## src/logic/bea_defs.vh

```
// Constants for the bus exception and arbitration block
// Notes on behaviour
// RULE1 - Exception code: three active-low inputs, seven codes
// RULE2 - Nonzero code ends cycle, holds until zero
// RULE3 - Early exception immediate; late adds one clock
// RULE4 - Code zero: acknowledge ends cycle normally
// RULE5 - Halt: finish at acknowledge, release, resume later
// RULE6 - Bus error aborts cycle, releases bus
// RULE7 - After bus error, rearbitrate and report fault
// RULE8 - Retry keeps acknowledge, reruns same cycle
// RULE9 - Relinquish: release, debounce, rearbitrate, rerun
// RULE10 - Reset code runs internal reset sequence
// RULE11 - Reserved codes: no action, end at acknowledge
// RULE12 - Request bus for command or FIFO threshold
// RULE13 - Arbiter grants soon after request
// RULE14 - Wait strobe and acknowledge idle before acknowledging
// RULE15 - Drop request once acknowledge asserted
// RULE16 - Release bus only by dropping acknowledge
// RULE17 - Inputs synchronised within one clock; code uses two flops, so two clocks
// RULE18 - Command byte ff invokes software reset
// RULE19 - Hardware reset code held ten clocks
// RULE20 - Ready for command four clocks after reset
// RULE21 - Acknowledge two to three clocks after strobe
// RULE22 - Drop acknowledge one clock after last cycle
// RULE23 - Only command, vector, data registers writable
// RULE24 - Eight-bit bus register select by address
// RULE25 - Sixteen-bit bus register select with strobes
`ifndef BEA_DEFS_VH
`define BEA_DEFS_VH
`define BEA_EXC_NONE 3'h0
`define BEA_EXC_HALT 3'h1
`define BEA_EXC_BERR 3'h2
`define BEA_EXC_RETRY 3'h3
`define BEA_EXC_RELQ 3'h4
`define BEA_EXC_RES5 3'h5
`define BEA_EXC_RES6 3'h6
`define BEA_EXC_RESET 3'h7
`define BEA_SEL_CMD 2'h0
`define BEA_SEL_VEC 2'h1
`define BEA_SEL_DHI 2'h2
`define BEA_SEL_DLO 2'h3
`define BEA_CMD_RESET 8'hff
`define BEA_RESET_CYC 3'h4
`define BEA_DEBOUNCE_CYC 2'h2
`define BEA_FIFO_THRESH 6'h04
`define BEA_VEC_RESET 8'h00
`endif

```

## src/logic/bea_arbiter.v

```verilog
// Bus exception decode, bus arbitration and host register writes
`timescale 1ns/1ns
`default_nettype none
`include "bea_defs.vh"
module bea_arbiter (
   input wire clock_in, // 20 MHz system clock
   input wire rst_in, // Synchronous reset, active high
   input wire [2:0] bus_exception_code_n_in, // Exception code, active low
   input wire dma_cmd_in, // Command needs DMA
   input wire tx_mode_in, // Transmit direction
   input wire [5:0] fifo_empty_words_in, // Empty FIFO words
   input wire [5:0] fifo_full_words_in, // Filled FIFO words
   input wire cycle_start_in, // Cycle engine starts a cycle
   input wire cycle_last_in, // Cycle in progress is the last one
   input wire [31:0] cycle_addr_in, // Address of the cycle
   input wire bg_n_in, // Bus grant, active low
   input wire bgack_n_in, // Grant ack seen on bus, active low
   input wire as_n_in, // Address strobe on bus, active low
   input wire dtack_n_in, // Transfer acknowledge, active low
   input wire cs_n_in, // Chip select, active low
   input wire rw_in, // High read, low write
   input wire [2:1] host_addr_in, // Host address bits 2..1
   input wire uds_a0_n_in, // Upper strobe or address bit 0
   input wire lds_ds_n_in, // Lower strobe or data strobe
   input wire bus16_in, // High selects 16-bit host bus
   input wire [15:0] host_data_in, // Host write data
   output reg br_n_out, // Bus request, active low
   output reg bgack_n_out, // Grant ack drive, active low
   output reg bgack_oe_out, // Grant ack output enable
   output reg cycle_end_out, // Current cycle terminated
   output reg cycle_rerun_out, // Rerun last cycle pulse
   output reg cycle_hold_out, // No new cycles allowed
   output reg bus_owned_out, // Device is bus master
   output reg berr_report_out, // Report bus error pulse
   output reg [31:0] berr_addr_out, // Failing address
   output reg soft_reset_out, // Internal reset sequence active
   output reg cmd_ready_out, // Ready for next command
   output reg [7:0] command_input_out, // Command register
   output reg cmd_strobe_out, // Command written pulse
   output reg [7:0] interrupt_vector_number_out, // Vector register
   output reg [31:0] command_parameter_data_out // Data register
);
   // ---------------------------------------------------
   // Input synchronisers
   // ---------------------------------------------------
   // Synchronised copies, active high
   reg [2:0] exc_s1_ff, exc_ff;
   reg bg_s1_ff, bg_ff, bgk_s1_ff, bgk_ff, as_s1_ff, as_ff, dt_s1_ff, dt_ff;
   // Two flops, first read only by second
   always @(posedge clock_in) begin
      exc_s1_ff <= ~bus_exception_code_n_in; // [RULE1] [RULE17]
      exc_ff <= exc_s1_ff;
      bg_s1_ff <= ~bg_n_in;
      bg_ff <= bg_s1_ff;
      bgk_s1_ff <= ~bgack_n_in;
      bgk_ff <= bgk_s1_ff;
      as_s1_ff <= ~as_n_in;
      as_ff <= as_s1_ff;
      dt_s1_ff <= ~dtack_n_in;
      dt_ff <= dt_s1_ff;
   end
   // ---------------------------------------------------
   // Arbitration state machine
   // ---------------------------------------------------
   // One-hot states
   localparam ST_IDLE = 8'h01;
   localparam ST_REQ = 8'h02;
   localparam ST_TAKE = 8'h04;
   localparam ST_CYC = 8'h08;
   localparam ST_DELAY = 8'h10;
   localparam ST_WAIT = 8'h20;
   localparam ST_RELEASE = 8'h40;
   localparam ST_DEBOUNCE = 8'h80;
   // Arbitration and exception state
   reg [7:0] state_ff, nxt_state;
   reg [2:0] act_ff, nxt_act; // Exception being served
   reg rerun_ff, nxt_rerun; // Pending rerun after release
   reg berr_pend_ff, nxt_berr_pend;
   reg dt_prev_ff; // Acknowledge seen last clock
   reg [1:0] deb_ff, nxt_deb;
   reg [2:0] rst_cnt_ff;
   reg nxt_end, nxt_rr, nxt_rep, nxt_own;
   // Bus demand from a command or the FIFO level
   wire need_bus = dma_cmd_in | (tx_mode_in ? (fifo_empty_words_in >= `BEA_FIFO_THRESH)
      : (fifo_full_words_in >= `BEA_FIFO_THRESH)); // [RULE12]
   // Exception classes seen on the synchronised code
   wire exc_act = (exc_ff == `BEA_EXC_HALT) | (exc_ff == `BEA_EXC_BERR) |
      (exc_ff == `BEA_EXC_RETRY) | (exc_ff == `BEA_EXC_RELQ);
   wire exc_res = (exc_ff == `BEA_EXC_RES5) | (exc_ff == `BEA_EXC_RES6);
   // Halt never cuts a cycle short, it waits for acknowledge
   wire exc_abort = exc_act & (exc_ff != `BEA_EXC_HALT); // [RULE5]
   wire hw_reset = (exc_ff == `BEA_EXC_RESET); // [RULE10]
   // First clock of an acknowledge, so a held one ends the cycle once
   wire dt_new = dt_ff & ~dt_prev_ff; // [RULE4]
   // Next state and cycle control
   always @* begin
      nxt_state = state_ff;
      nxt_act = act_ff;
      nxt_rerun = rerun_ff;
      nxt_berr_pend = berr_pend_ff;
      nxt_deb = deb_ff;
      nxt_end = 1'b0;
      nxt_rr = 1'b0;
      nxt_rep = 1'b0;
      nxt_own = bus_owned_out;
      case (state_ff)
         ST_IDLE: begin
            if (exc_ff == `BEA_EXC_NONE && (need_bus || rerun_ff || berr_pend_ff)) begin
               nxt_state = ST_REQ;
            end
         end
         ST_REQ: begin
            if (bg_ff) begin
               nxt_state = ST_TAKE; // [RULE13]
            end
         end
         ST_TAKE: begin
            if (!as_ff && !bgk_ff) begin
               nxt_state = ST_CYC; // [RULE14] [RULE21]
               nxt_own = 1'b1;
               if (rerun_ff) begin
                  nxt_rr = 1'b1;
                  nxt_rerun = 1'b0;
               end
               if (berr_pend_ff) begin
                  nxt_rep = 1'b1; // [RULE7]
                  nxt_berr_pend = 1'b0;
               end
            end
         end
         ST_CYC: begin
            if (exc_abort && !dt_ff && !dt_prev_ff) begin
               nxt_act = exc_ff; // [RULE3] early: end now
               nxt_end = 1'b1;
               nxt_state = ST_WAIT; // [RULE2]
            end else if (dt_ff || dt_prev_ff) begin
               if (exc_act || exc_res) begin
                  nxt_act = exc_ff; // [RULE3] [RULE11] late: one clock more
                  nxt_state = ST_DELAY;
               end else if (dt_new) begin
                  nxt_end = 1'b1; // [RULE4]
                  if (cycle_last_in) begin
                     nxt_state = ST_RELEASE; // [RULE22]
                  end
               end
            end
         end
         ST_DELAY: begin
            nxt_end = 1'b1;
            nxt_state = ST_WAIT;
            if (act_ff == `BEA_EXC_BERR || act_ff == `BEA_EXC_RELQ || act_ff == `BEA_EXC_HALT) begin
               nxt_own = 1'b0; // [RULE5] [RULE16]
            end
         end
         ST_WAIT: begin
            if (act_ff == `BEA_EXC_BERR || act_ff == `BEA_EXC_RELQ || act_ff == `BEA_EXC_HALT) begin
               nxt_own = 1'b0; // [RULE6] [RULE9]
            end
            if (exc_ff == `BEA_EXC_NONE) begin
               case (act_ff)
                  `BEA_EXC_RETRY: begin
                     nxt_rr = 1'b1; // [RULE8] keep ownership
                     nxt_state = ST_CYC;
                  end
                  `BEA_EXC_RELQ: begin
                     nxt_rerun = 1'b1;
                     nxt_deb = `BEA_DEBOUNCE_CYC;
                     nxt_state = ST_DEBOUNCE;
                  end
                  `BEA_EXC_BERR: begin
                     nxt_berr_pend = 1'b1;
                     nxt_state = ST_IDLE;
                  end
                  default: begin
                     nxt_state = bus_owned_out ? ST_CYC : ST_IDLE; // [RULE5] [RULE11]
                  end
               endcase
               nxt_act = `BEA_EXC_NONE;
            end
         end
         ST_RELEASE: begin
            nxt_own = 1'b0;
            nxt_state = ST_IDLE;
         end
         ST_DEBOUNCE: begin
            if (deb_ff == 2'h0) begin
               nxt_state = ST_IDLE; // [RULE9]
            end else begin
               nxt_deb = deb_ff - 2'h1;
            end
         end
         default: begin
            nxt_state = ST_IDLE;
         end
      endcase
   end
   // ---------------------------------------------------
   // Registered state and outputs
   // ---------------------------------------------------
   // Reset from the pin, the exception code or the reset command
   wire any_reset = rst_in | hw_reset | (cmd_strobe_out &&
      command_input_out == `BEA_CMD_RESET); // [RULE10] [RULE18]
   always @(posedge clock_in) begin
      if (any_reset) begin
         state_ff <= ST_IDLE;
         act_ff <= `BEA_EXC_NONE;
         rerun_ff <= 1'b0;
         berr_pend_ff <= 1'b0;
         deb_ff <= 2'h0;
         dt_prev_ff <= 1'b0;
         br_n_out <= 1'b1;
         bgack_n_out <= 1'b1;
         bgack_oe_out <= 1'b0;
         cycle_end_out <= 1'b0;
         cycle_rerun_out <= 1'b0;
         cycle_hold_out <= 1'b0;
         bus_owned_out <= 1'b0;
         berr_report_out <= 1'b0;
         rst_cnt_ff <= `BEA_RESET_CYC; // [RULE20]
         soft_reset_out <= 1'b1;
         cmd_ready_out <= 1'b0;
      end else begin
         state_ff <= nxt_state;
         act_ff <= nxt_act;
         rerun_ff <= nxt_rerun;
         berr_pend_ff <= nxt_berr_pend;
         deb_ff <= nxt_deb;
         dt_prev_ff <= (state_ff == ST_CYC) & dt_ff;
         br_n_out <= ~(nxt_state == ST_REQ || nxt_state == ST_TAKE); // [RULE15]
         bgack_n_out <= ~nxt_own; // [RULE16]
         bgack_oe_out <= nxt_own;
         cycle_end_out <= nxt_end;
         cycle_rerun_out <= nxt_rr;
         cycle_hold_out <= (nxt_state == ST_WAIT) | (nxt_state == ST_DELAY); // [RULE2]
         bus_owned_out <= nxt_own;
         berr_report_out <= nxt_rep;
         // Count out the reset sequence, then flag ready
         if (rst_cnt_ff != 3'h0) begin
            rst_cnt_ff <= rst_cnt_ff - 3'h1;
         end
         soft_reset_out <= (rst_cnt_ff > 3'h1);
         cmd_ready_out <= (rst_cnt_ff <= 3'h1);
      end
   end
   // Capture failing address at start of each cycle
   always @(posedge clock_in) begin
      if (rst_in) begin
         berr_addr_out <= 32'h0000_0000;
      end else if (state_ff == ST_CYC && cycle_start_in) begin
         berr_addr_out <= cycle_addr_in; // [RULE7]
      end
   end
   // ---------------------------------------------------
   // Host register writes
   // ---------------------------------------------------
   // Write taken on the first clock of the strobe only
   reg wr_prev_ff;
   wire wr_now = ~cs_n_in & ~rw_in & (~lds_ds_n_in | (bus16_in & ~uds_a0_n_in)); // [RULE23]
   wire wr_go = wr_now & ~wr_prev_ff;
   // Address and byte lane decode into the registers
   always @(posedge clock_in) begin
      if (rst_in) begin
         wr_prev_ff <= 1'b0;
         cmd_strobe_out <= 1'b0;
         command_input_out <= 8'h00;
         interrupt_vector_number_out <= `BEA_VEC_RESET;
         command_parameter_data_out <= 32'h0000_0000;
      end else begin
         wr_prev_ff <= wr_now;
         cmd_strobe_out <= 1'b0;
         if (wr_go) begin
            case (host_addr_in)
               `BEA_SEL_CMD: begin
                  command_input_out <= host_data_in[7:0];
                  cmd_strobe_out <= 1'b1;
               end
               `BEA_SEL_VEC: begin
                  interrupt_vector_number_out <= host_data_in[7:0];
               end
               default: begin
                  if (!bus16_in) begin
                     // Byte lanes from A1 and A0 [RULE24]
                     case ({host_addr_in[1], uds_a0_n_in})
                        2'h0: command_parameter_data_out[31:24] <= host_data_in[7:0];
                        2'h1: command_parameter_data_out[23:16] <= host_data_in[7:0];
                        2'h2: command_parameter_data_out[15:8] <= host_data_in[7:0];
                        default: command_parameter_data_out[7:0] <= host_data_in[7:0];
                     endcase
                  end else if (host_addr_in == `BEA_SEL_DHI) begin
                     // Upper strobe high byte, lower strobe low byte [RULE25]
                     if (!uds_a0_n_in) command_parameter_data_out[31:24] <= host_data_in[15:8];
                     if (!lds_ds_n_in) command_parameter_data_out[23:16] <= host_data_in[7:0];
                  end else begin
                     if (!uds_a0_n_in) command_parameter_data_out[15:8] <= host_data_in[15:8];
                     if (!lds_ds_n_in) command_parameter_data_out[7:0] <= host_data_in[7:0];
                  end
               end
            endcase
         end
      end
   end
endmodule
`default_nettype wire

```

## config.mk

```make
export PLATFORM = sky130hd
export DESIGN_NAME = bea_arbiter
export DESIGN_NICKNAME = d
export VERILOG_FILES = /design/src/logic/bea_arbiter.v
export VERILOG_INCLUDE_DIRS = /design/src /design/src/logic
export SDC_FILE = /design/constraint.sdc
export NUM_CORES = 1
export LEC_CHECK = 0
export BUFFER_PORTS_ARGS = -buffer_cell sky130_fd_sc_hd__buf_2
export CAP_MARGIN = 20
export CORE_MARGIN = 3
export CORE_UTILIZATION = 54
export CTS_CLUSTER_SIZE = 20
export DETAILED_ROUTE_END_ITERATION = 6
export GPL_ROUTABILITY_DRIVEN = 1
export MAX_ROUTING_LAYER = met4
export PLACE_DENSITY = 0.93
export SLEW_MARGIN = 20
export SYNTH_ARGS = -nofsm -noshare
export SYNTH_HDL_FRONTEND = slang
export SYNTH_SLANG_ARGS = --single-unit
export TNS_END_PERCENT = 30
```

## constraint.sdc

```tcl
create_clock -name clock_in -period 5.8 [get_ports clock_in]
set_clock_uncertainty 0.15 [all_clocks]
set_input_delay 0.29 -clock clock_in [delete_from_list [all_inputs] [get_ports clock_in]]
set_output_delay 0.29 -clock clock_in [all_outputs]
set_load 0.005 [all_outputs]
```

=== After elaboration in Yosys (flattened, before gate mapping) ===
Index checks and enable logic that the tools add are counted.

* Register bits: 124
* Bits in latches: 0
* Bits in writable memories: 0
* Bits in read-only memories: 0
* Bits of input ports: 80
* Output and inout bits: 91
* Word-level logic and storage cells: 212
* Memories: 0

* Add/sub/neg operators: 2
* Multiply operators: 0
* Div/mod/pow operators: 0
* Order comparisons: 4
* Equal/unequal tests: 41
* Shifts and indexed selects: 0
* Muxes and demuxes: 54
* Bitwise operators: 33
* Reduce and logical (&&, ||, !) cells: 43

{| class="wikitable"
|+ Operator list
! operator !! number
|-
| $mux W8 || 16
|-
| $pmux W8 S7 || 1
|-
| $mux W16 || 2
|-
| $mux W32 || 1
|-
| $pmux W8 S3 || 1
|-
| $reduce_and A5 Y1 || 4
|-
| $mux W1 || 18
|-
| $eq A8 B2 Y1 const B || 2
|-
| $eq A8 B3 Y1 const B || 2
|-
| $eq A8 B5 Y1 const B || 2
|-
| $eq A8 B6 Y1 const B || 2
|-
| $eq A8 B8 Y1 const B || 2
|-
| $ne A2 B2 Y1 const B || 8
|-
| $not A1 Y1 || 16
|-
| $reduce_and A4 Y1 || 4
|-
| $eq A3 B3 Y1 const B || 5
|-
| $eq A3 B2 Y1 const B || 4
|-
| $ge A6 B3 Y1 const B || 2
|-
| $mux W3 || 4
|-
| $reduce_bool A2 Y1 || 6
|-
| $or A1 B1 Y1 || 9
|-
| $eq A8 B1 Y1 const B || 1
|-
| $eq A8 B4 Y1 const B || 1
|-
| $eq A8 B7 Y1 const B || 1
|-
| 27 further kinds || 63
|}

=== Depth between registers and ports, before layout ===
Gate-level depths: netlist of run 1.

* Depth after elaboration: 12
* Gate-level depth with buffers: 9
* Mapped depth without buffers: 7

=== Worst setup path before layout of run 1 ===
Ideal clock, no wire load.

* Path type: reg-to-reg
* Start: reg state_ff[7]
* End: reg cycle_hold_out
* Library setup time: 0.066 ns
* Data arrival time: 1.918 ns
* Required time: 5.584 ns
* Path slack: 3.666 ns
* Cell stages (with the launch flop): 7
* Path buffers: 0
* Clock period less this slack: 2.134 ns
* Cell sequence: dfxtp_1 -> or4_4 -> nor4_4 -> nor4_1 -> a2111o_1 -> nor3b_2 -> a21boi_2

* Word-level cells in the longest chain between the ends: 8
* Elaborated cells on any way between the ends: 21
* Classes of those cells: 9 x eq/ne; 11 x mux; 1 x bitwise

{| class="wikitable"
|+ RTL lines
! item !! line !! source
|-
| start, declared || bea_arbiter.v:75 || <nowiki>reg [7:0] state_ff, nxt_state;</nowiki>
|-
| start signal, assigned || bea_arbiter.v:223 || <nowiki>state_ff <= nxt_state;</nowiki>
|-
| $mux W8 || bea_arbiter.v:142 || <nowiki>if (cycle_last_in) begin</nowiki>
|-
| $mux W8 || bea_arbiter.v:140 || <nowiki>end else if (dt_new) begin</nowiki>
|-
| $mux W8 || bea_arbiter.v:137 || <nowiki>if (exc_act || exc_res) begin</nowiki>
|-
| $mux W8 || bea_arbiter.v:136 || <nowiki>end else if (dt_ff || dt_prev_ff) begin</nowiki>
|-
| $mux W8 || bea_arbiter.v:132 || <nowiki>if (exc_abort && !dt_ff && !dt_prev_ff) begin</nowiki>
|-
| $pmux W8 S7 * || bea_arbiter.v:106 || <nowiki>case (state_ff)</nowiki>
|-
| $eq A8 B6 Y1 / $eq A8 B5 Y1 (equally long branches) || bea_arbiter.v:234 || <nowiki>cycle_hold_out <= (nxt_state == ST_WAIT) | (nxt_state == ST_DELAY);</nowiki>
|-
| $or A1 B1 Y1 * || bea_arbiter.v:234 ||
|-
| end signal, assigned || bea_arbiter.v:234 ||
|-
| end, declared || bea_arbiter.v:32 || <nowiki>output reg cycle_hold_out,</nowiki>
|}

Mark *: on every way between the ends. The rest lies on a longest branch, timed or not.
A chain may end at the register's enable or synchronous reset.

=== Worst setup path in the final report of run 1 ===
* Start: reg state_ff[7]
* End: reg berr_addr_out[8]

* Word-level cells in the longest chain between the ends: 2

{| class="wikitable"
|+ RTL lines
! item !! line !! source
|-
| $eq A8 B4 Y1 || bea_arbiter.v:249 || <nowiki>end else if (state_ff == ST_CYC && cycle_start_in) begin</nowiki>
|-
| $logic_and A1 B1 Y1 || bea_arbiter.v:249 ||
|-
| end signal, assigned || bea_arbiter.v:250 || <nowiki>berr_addr_out <= cycle_addr_in;</nowiki>
|-
| end, declared || bea_arbiter.v:35 || <nowiki>output reg [31:0] berr_addr_out,</nowiki>
|}

No other way between the ends.

==> results.tsv, run 1 <==
metric	value	unit
status	complete, but fails checks	
failing checks	DRC	
slew of the pin with the lowest slew margin	1.13	ns
CP bufs+invs	1	
Post-layout nets	842	
Port Buffers	166	
GR Util All Layers	34.5	%
Fin. Hold Viols	0	
die area	0.0103	mm2
power density cells	302	mW/mm2
Async SR Flop Fraction	0	%
ANT nets after route	0	
Worst Setup End Kind	flop	
Slowest cell on crit path	nand2_1	
GR Util met1	37.1	%
Critical Path AT	3.07	ns
Worst Setup SP	state_ff[7]	
RSZ-0062 raised after global routing	false	
cell taking the most area after synthesis	dfxtp_1	
Top Usage Layer GRT	met2	
Max Slew Vio Count	0	
Synthesis Warnings	0	
Area Overhead vs Synth	38.9	%
Synth Net Count	636	
gr ovfl total	0	
Core Area	0.00881	mm2
worst vdd ir	237	uV
max cap viols	0	
Syn Inst Count	552	
largest stage delay on the critical path	0.65	ns
post-DP HPWL	9550	um
synthesized cell area	0.00493	mm2
Critical Path Most Common Cell	nand2_1	
crit path time final	2.88	ns
FMAX	348	MHz
CP required	5.99	ns
pin count of the biggest net entering global routing	84	
met3 usage	10.2	%
Post-Route WL	17600	um
largest cells by area after synthesis	dfxtp_1, nand2_1, mux2i_1, a21oi_1, nor2_1	
peak fanout along the critical path	32	
chip width	102	um
R2R cell count	6	
RR Startpoint	state_ff[7]	
H-tree depth	4	
post-synthesis register bit count	124	
Placer Congestion	0.856	
Synth Flop Type	dfxtp_1	
Routed WL per cell	20.0	um
syn avg cell area	8.94	um2
total negative setup slack	0	ns
post-cts hold buffer count	49	
clock buffer count from CTS	17	
Yosys top cell area share	50.3	%
Lkg Pwr	0.00301	uW
cell row count	34	
die height	102	um
vias	5252	
fraction of the yosys area taken by sequential cells	50.3	%
CP Launch Type	flop	
Clock Tree Root	clkbuf_8	
initial antenna violation count	0	
first-pass GRT wire length	26200	um
cells along the critical path	nor4_2 > nand3_1 > inv_1 > nand2_1 > nand2_1 > a21oi_1	
Post-CTS Setup Bufs	0	
Crit path depth	6	
worst hold path depth	3	
final routed DRC violation total	4	
clk slew on worst S/H paths	0.08	ns
Max-slew headroom	24.3	%
CTS sink count	124	
DR pass1 iterations	7	
Initial Util	56.0	%
hold path start	host_data_in[11]	
post_cts resized	0	
I/O pin total	171	
Netlist cell types	61	
via/cell ratio	5.97	
Post-synth EDFFs	0	
setup violators final	0	
fraction of layout cells with a size suffix above 1	29.1	%
worst hold slack	0.0455	ns
Setup CP Type	flop to flop	
CTS tree	done	
Final Cycle Share	49.6	%
CP delay by family, top	simple AND/OR/NAND/NOR gates	
met2 usage	56.4	%
clk buf depth	2	
initial drt markers	447	
min-delay worst type	primary input to flop	
vias in the first global route	5110	
clk_lat worst skew	0.52	ns
[final timing paths]
| path | slack, ns | endpoint |
|---|---|---|
| hold reg to reg | 0.18 | as_ff |
| setup reg to reg | 2.92 | berr_addr_out[8] |
| setup / recovery | 2.92 | berr_addr_out[8] |
| hold / removal | 0.05 | command_parameter_data_out[27] |
[worst min-delay path: stages]
cell      delay (ns)
buf_2           0.10
mux2i_1         0.18
a211oi_1        0.10
[layout make-up]
type	instances	area, um2
clock inverters	15	149
well taps	108	135
repair buffers	218	1340
inverters	18	67.6
flip-flops and latches	124	2480
clock buffers	17	414
diodes	1	2.50
multi-input cells	379	2260
fillers	522	1950
[per-layer routing]
metal | vias up | routed length, um
li1 | 2315 | -
met2 | 417 | 8490
met1 | 2405 | 6090
met4 | 0 | 1250
met5 | - | 0
met3 | 115 | 1750
[cell usage after synthesis (3+ instances only)]
| cell type | n |
|---|---|
| xor2_1 | 3 |
| ha_1 | 4 |
| clkbuf_1 | 19 |
| nor3_1 | 9 |
| nand2b_1 | 5 |
| inv_1 | 18 |
| nand3_1 | 14 |
| mux2i_1 | 32 |
| o21ai_0 | 18 |
| a211oi_1 | 18 |
| nor4_1 | 3 |
| a21oi_1 | 55 |
| dfxtp_1 | 124 |
| nor2b_1 | 5 |
| nand2_1 | 88 |
| nor3b_1 | 3 |
| and2b_2 | 3 |
| buf_2 | 7 |
| nor2_1 | 64 |
| nor4_2 | 3 |
| nand4b_1 | 3 |
| xnor2_1 | 3 |
[through the flow]
stage          utilization [%]  worst slack [ns]  cell area [um2]  power [uW]  instances
6_report                  77.8              2.92             6850        2070        880
5_1_grt                   77.8              2.80             6850        2130        879
4_1_cts                   77.7              2.98             6840        2060        879
3_5_place_dp              65.7              2.89             5790        1040        798
3_3_place_gp              65.7              2.98             5790        1030        798
2_1_floorplan                -              3.67             4930         987        552
[kinds of logic (layout without fill, tap and decap cells)]
group | Yosys count | count (layout) | share of synthesized area [%]
xor+xnor | 6 | 6 | 1.07
compound gates | 114 | 114 | 14.4
fa+ha+maj | 4 | 4 | 1.01
buf+inv | 49 | 268 | 4.36
flops | 124 | 124 | 50.3
mux | 32 | 32 | 6.49
other cells | 0 | 1 | 0
simple gates | 223 | 223 | 22.3
[report_power, final]
part	total [uW]	internal [uW]	leakage, uW	switching [uW]
Sequential	890	872	0.00101	17.3
Clock	1010	551	0.000278	455
Combinational	172	83.1	0.00173	89.2
Total	2070	1510	0.00301	562
[cells in the final DEF (no fill, tap or decap), types with 3 or more instances in the layout]
cell,instances
and2b_2,3
nor3b_1,3
dlygate4sd3_1,49
xor2_1,3
nand3_1,14
a211oi_1,18
nor3_1,9
inv_6,3
xnor2_1,3
a21oi_1,55
ha_1,4
dfxtp_1,124
nor2b_1,5
clkinv_4,3
nor4_2,3
nor2_1,64
clkbuf_16,16
buf_2,166
nand2_1,88
inv_8,6
mux2i_1,32
nand2b_1,5
buf_4,3
o21ai_0,18
nand4b_1,3
inv_1,18
[flip-flops by register name (all words and copies together), names as in the netlist, 2 cells and up]
name,cells
berr_addr_out,32
command_parameter_data_out,32
command_input_out,8
interrupt_vector_number_out,8
state_ff,8
act_ff,3
exc_ff,3
exc_s1_ff,3
rst_cnt_ff,3
deb_ff,2
Power figures use the tool's default switching activity.
==> run 2, diff against run 1 <==
--- a/config.mk
+++ b/config.mk
@@ -9,12 +9,12 @@
 export BUFFER_PORTS_ARGS = -buffer_cell sky130_fd_sc_hd__buf_2
 export CAP_MARGIN = 20
 export CORE_MARGIN = 3
-export CORE_UTILIZATION = 54
+export CORE_UTILIZATION = 50
 export CTS_CLUSTER_SIZE = 20
 export DETAILED_ROUTE_END_ITERATION = 6
 export GPL_ROUTABILITY_DRIVEN = 1
 export MAX_ROUTING_LAYER = met4
-export PLACE_DENSITY = 0.93
+export PLACE_DENSITY = 0.88
 export SLEW_MARGIN = 20
 export SYNTH_ARGS = -nofsm -noshare
 export SYNTH_HDL_FRONTEND = slang
==> constraint.sdc (replaced) <==
create_clock -name clock_in -period 2.8 [get_ports clock_in]
set_clock_uncertainty 0.15 [all_clocks]
set_input_delay 0.14 -clock clock_in [delete_from_list [all_inputs] [get_ports clock_in]]
set_output_delay 0.14 -clock clock_in [all_outputs]
set_load 0.005 [all_outputs]
==> run 2 against run 1 <==
  * The flow now finishes without violations
  * Via count down 0.80%
  * Global-route usage down 3.4 points
  * Utilization down 2.0 points
  * Die area up 7.5%
  * Power up 110%
  * Cell count up 5.2%
  * Combinational power up 120%
  * First-iteration DRC count down 22%
  * Setup slack worse by 2.8 ns
  * Critical path depth up 2
  * Non-clock buffer count up 27
  * Sequential cell count unchanged
  * Critical endpoint is now interrupt_vector_number_out[3]
==> results.tsv, run 2 (synthesis gave the netlist of run 1 again) <==
metric	value	unit	change
Fin. Hold Viols	0		unchanged
Max Slew Vio Count	0		unchanged
Setup CP Type	primary input to flop		
Post-Route WL	16800	um	-4.5%
initial antenna violation count	0		unchanged
PnR Total Power	4340	uW	+110%
vias	5210		-0.80%
post-DP HPWL	10000	um	+5.2%
Filler cells	588		+13%
max cap viols	0		unchanged
total negative setup slack	0	ns	unchanged
min-delay worst type	primary input to flop		
H-tree depth	4		unchanged
Core Area	0.00942	mm2	+6.9%
vias in the first global route	5399		+5.7%
CTS tree	done		
gr ovfl total	0		unchanged
fraction of layout cells with a size suffix above 1	28.7	%	-0.32 points
Critical Path AT	2.96	ns	-0.11 ns
Worst Setup End Kind	flop		
RSZ-0062 raised after global routing	false		
Sw Pwr	1050	uW	+87%
clk slew on worst S/H paths	0.06	ns	-0.02 ns
clk_lat worst skew	0.52	ns	about the same
DR pass1 iterations	5		-2
Final Util	75.8	%	-2.0 points
chip width	105	um	+3.7%
slew of the pin with the lowest slew margin	0.869	ns	-0.264 ns
# diodes	0		-1
first-pass GRT wire length	26700	um	+1.7%
Lkg Pwr	0.00311	uW	+3.3%
Final Cycle Share	94.5	%	
cell row count	35		+2.9%
final routed DRC violation total	0		-4
peak fanout along the critical path	11		-66%
worst vdd ir	457	uV	+93%
Initial Util	52.4	%	-3.6 points
final worst slack	0.153	ns	-2.77 ns
commonest cells after routing, fill and taps aside	buf_2, dfxtp_1, nand2_1		
Post-CTS Setup Bufs	0		unchanged
CTS sink count	124		unchanged
power density cells	608	mW/mm2	+100%
largest stage delay on the critical path	0.64	ns	about the same
crit path time final	2.65	ns	
CP bufs+invs	3		+2
Area Overhead vs Synth	44.6	%	
Comb power frac	8.8	%	+0.5 points
status	complete, no violations		
most common cell after layout, fill and taps aside	buf_2		
ANT nets after route	0		unchanged
I/O pin total	171		unchanged
Clock Tree Root	clkbuf_8		
clock power share	48.8	%	+0.2 points
GR Util All Layers	31.2	%	-3.4 points
Critical Path Most Common Cell	dlygate4sd3_1		
Max-slew headroom	42.1	%	+18 points
CP delay by family, top	buffers and inverters		
clock buffer count from CTS	17		unchanged
pin count of the biggest net entering global routing	83		-1.2%
Port Buffers	166		unchanged
Int Power	3280	uW	+120%
setup violators final	0		unchanged
CP Launch Type	primary input		
Net Sw Frac	24.3	%	-2.9 points
CP required	3.11	ns	-2.88 ns
worst hold slack	0.0193	ns	-0.0262 ns
die height	105	um	+3.7%
die area	0.0111	mm2	+7.5%
Placer Congestion	0.903		+5.4%
FMAX	378	MHz	
Routed WL per cell	18.1	um	-9.2%
Slowest cell on crit path	or3b_1		
sequential share of power	42.5	%	-0.5 points
via/cell ratio	5.63		-5.7%
clk buf depth	2		unchanged
biggest regs	berr_addr_out (32), command_parameter_data_out (32)		
initial drt markers	349		-22%
post-placement worst setup slack	0.300	ns	-2.59 ns
Post-layout nets	869		+3.2%
cells along the critical path	dlygate4sd3_1 > buf_2 > a211o_1 > or3b_1 > nor2_4 > nand2_1 > a21oi_1 > dlygate4sd3_1		
-- run 2: cell types whose count changed in the layout (fill, tap and decap cells not counted), moves of 2 or more --
cell,delta
clkinvlp_4,+2
bufinv_16,+2
clkinv_4,+2
inv_8,-6
dlygate4sd3_1,+20
buf_4,+7
inv_6,-2
-- run 2: path summary, 6_finish.rpt --
kind | from | endpoint | slack [ns] | cells after the start
max | lds_ds_n_in | interrupt_vector_number_out[3] | 0.15 | 8
min | rst_in | state_ff[0] | 0.02 | 5
max reg2reg | state_ff[2] | cycle_hold_out | 0.26 | 6
min reg2reg | dt_s1_ff | dt_ff | 0.18 | 0
-- run 2: tightest hold or removal path, stage by stage --
cell      delay (ns)
buf_2           0.09
a31oi_1         0.05
o31ai_2         0.08
o21bai_1        0.12
a2111o_1        0.16
-- run 2: repair_timing --
| action | in CTS | in global routing |
|---|---|---|
| gates resized for setup | 0 | 1 |
| hold endpoints to repair | 90 | 0 |
| endpoints found under the setup margin | 0 | 2 |
| hold buffers | 69 | 0 |
-- run 2: through the flow --
step | cell area, um2 | std cells
after global routing | 7130 | 926
after detailed placement | 5860 | 826
final | 7130 | 926
after CTS | 7130 | 926
after floorplan | 4930 | 552
after global placement | 5860 | 826
-- run 2: routing by layer --
layer	global-route usage (%)	vias up	part of all wire [%]
li1	-	2371	-
met1	32.6	2429	35
met4	20.2	0	5.5
met3	5.45	83	7.1
met2	53.9	327	52
met5	-	-	0
-- run 2: layout make-up --
| class | instances | area, um2 | area share (%) |
|---|---|---|---|
| Timing Repair Buffer | 245 | 1600 | 22.4 |
| Clock inverter | 13 | 145 | 2.03 |
| Multi-Input combinational cell | 379 | 2250 | 31.6 |
| Clock buffer | 18 | 428 | 6.00 |
| Inverter | 18 | 67.6 | 0.947 |
| Tap cell | 129 | 161 | 2.26 |
| Sequential cell | 124 | 2480 | 34.8 |
-- run 2: power by group through the flow --
stage | logic [uW] | registers [uW] | clock network [uW]
floorplan | 175 | 1870 | 0
global placement | 273 | 1870 | 0
detailed placement | 292 | 1880 | 0
CTS | 364 | 1840 | 2110
global route | 410 | 1850 | 2200
finish | 380 | 1840 | 2120
==> run 3, diff against run 2 <==
--- a/config.mk
+++ b/config.mk
@@ -15,6 +15,7 @@
 export GPL_ROUTABILITY_DRIVEN = 1
 export MAX_ROUTING_LAYER = met4
 export PLACE_DENSITY = 0.88
+export RECOVER_POWER = 25
 export SLEW_MARGIN = 20
 export SYNTH_ARGS = -nofsm -noshare
 export SYNTH_HDL_FRONTEND = slang
==> constraint.sdc (replaced) <==
create_clock -name clock_in -period 2.45 [get_ports clock_in]
set_clock_uncertainty 0.15 [all_clocks]
set_input_delay 0.1225 -clock clock_in [delete_from_list [all_inputs] [get_ports clock_in]]
set_output_delay 0.1225 -clock clock_in [all_outputs]
set_load 0.005 [all_outputs]
==> run 3 against run 2 <==
  * First-iteration DRC count down 7.4%
  * Via count shrank 0.69%
  * Clock power up 19%
  * Setup slack worse by 0.073 ns
  * Hold slack improved by 0.027 ns
  * Utilization is 0.54 points higher
  * Critical path type is now flop to flop
  * Critical endpoint is now interrupt_vector_number_out[1]
  * Largest cell class unchanged
==> results.tsv, run 3 (synthesis gave the netlist of run 1 again) <==
metric	value	unit	change
setup slack, reg-to-reg	0.08	ns	-0.18 ns
die height	105	um	unchanged
Area Overhead vs Synth	45.6	%	
RSZ-0062 raised after global routing	false		
Routed WL per cell	17.8	um	-2.0%
Design Area, Final	0.00718	mm2	+0.72%
peak fanout along the critical path	9		-2
Top Usage Layer GRT	met2		
worst vdd ir	475	uV	+3.9%
gr ovfl total	0		unchanged
clock buffer count from CTS	17		unchanged
I/O pin total	171		unchanged
status	complete, no violations		
Clock Tree Root	clkbuf_8		
FMAX	422	MHz	
hold path start	uds_a0_n_in		
initial antenna violation count	2		+2
pin count of the biggest net entering global routing	83		unchanged
Final Cycle Share	96.7	%	
chip width	105	um	unchanged
Post-Route WL	16600	um	-1.4%
cell row count	35		unchanged
setup violators final	0		unchanged
Post-CTS Setup Bufs	0		unchanged
first-pass GRT wire length	26200	um	-2.0%
vias in the first global route	5323		-1.4%
DR pass1 iterations	5		unchanged
Placer Congestion	0.883		-2.2%
Core Area	0.00942	mm2	unchanged
commonest cells after routing, fill and taps aside	buf_2, dfxtp_1, nand2_1		
crit path time final	2.37	ns	
reg2reg end	interrupt_vector_number_out[1]		
max cap viols	0		unchanged
vias	5174		-0.69%
Final Util	76.3	%	+0.54 points
CTS sink count	124		unchanged
clk buf depth	2		unchanged
slew of the pin with the lowest slew margin	0.868	ns	-0.00130 ns
worst hold path endpoint	command_parameter_data_out[12]		
cell area after placement	0.00591	mm2	+0.85%
post-DP HPWL	9810	um	-2.3%
initial drt markers	323		-7.4%
final routed DRC violation total	0		unchanged
FF/Latch Area	0.00248	mm2	unchanged
RR Startpoint	wr_prev_ff		
Final Non-Filler Cells	932		+0.65%
GR Util All Layers	30.5	%	-0.66 points
Max Slew Vio Count	0		unchanged
total negative setup slack	0	ns	unchanged
H-tree depth	4		unchanged
Filler cells	560		-4.8%
Lkg Pwr	0.00306	uW	-1.6%
fraction of layout cells with a size suffix above 1	26.8	%	-1.9 points
Setup CP Type	flop to flop		
CP Launch Type	flop		
power density cells	705	mW/mm2	+16%
Max-slew headroom	42.2	%	+0.087 points
via/cell ratio	5.55		-1.3%
Post-layout nets	872		+0.35%
Initial Util	52.4	%	unchanged
met3 usage	7.78	%	+2.3 points
die area	0.0111	mm2	unchanged
area of the multi-input gates	0.00227	mm2	+0.67%
clk slew on worst S/H paths	0.06	ns	about the same
Cells after DPL	831		+0.61%
Port Buffers	166		unchanged
CTS tree	done		
Critical Path AT	2.64	ns	-0.32 ns
ANT nets after route	0		unchanged
min-delay worst type	primary input to flop		
Worst Setup End Kind	flop		
CP required	2.72	ns	-0.39 ns
R2R cell count	6		unchanged
clk_lat worst skew	0.50	ns	-0.02 ns
met2 usage	51.2	%	-2.7 points
GR Util met1	32.1	%	-0.48 points
Fin. Hold Viols	0		unchanged
most common cell after layout, fill and taps aside	buf_2		
worst hold path depth	5		unchanged
biggest regs	berr_addr_out (32), command_parameter_data_out (32)		
==> run 3: critical path: stages (launching register included) <==
cell           delay, ns
dfxtp_1             0.34
or3b_1              0.53
buf_4               0.23
nor2_4              0.18
nand2_1             0.10
dlygate4sd3_1       0.58
a21oi_1             0.16
==> run 3: metrics by stage <==
| stage | setup WS (ns) | power (uW) | hold slack, ns |
|---|---|---|---|
| 3_3_place_gp | 0.220 | 2460 | 0.121 |
| 6_report | 0.0803 | 5060 | 0.0468 |
| 4_1_cts | 0.0816 | 5060 | 0.0158 |
| 3_5_place_dp | 0.109 | 2490 | 0.124 |
| 5_1_grt | 0.0126 | 5230 | 0.0558 |
| 2_1_floorplan | 0.316 | 2340 | 0.0290 |
==> run 3: how the worst max path moves through the flow <==
stage	start	slack [ns]	endpoint
floorplan	state_ff[7]	0.32	cycle_hold_out
global placement	state_ff[7]	0.22	cycle_hold_out
detailed placement	state_ff[7]	0.11	br_n_out
CTS	wr_prev_ff	0.08	interrupt_vector_number_out[3]
global route	wr_prev_ff	0.01	interrupt_vector_number_out[4]
finish	wr_prev_ff	0.08	interrupt_vector_number_out[1]
==> run 3: power by group <==
group	internal [uW]	leakage (uW)	switching (uW)
combinational	215	0.00176	221
sequential	2070	0.00101	37.9
clock	1570	0.000294	956
total	3850	0.00306	1220
==> run 3: area by class of cell <==
type / instances / share of cell area [%]
Clock buffer: 17 / 5.76
Timing Repair Buffer: 248 / 22.3
Inverter: 18 / 0.940
Tap cell: 129 / 2.25
Sequential cell: 124 / 34.6
Antenna cell: 2 / 0.0697
Clock inverter: 15 / 2.59
Multi-Input combinational cell: 379 / 31.6
==> run 3: metal layers <==
metal,share of wire [%],vias up
li1,-,2372
met1,37,2408
met2,51,306
met3,6.7,88
met4,5.5,0
met5,0,-
==> run 3: timing repair <==
action                     CTS  global route
hold buffers                67             0
setup endpoints to repair    0             8
resized for setup            0             4
hold endpoints to repair    91             0
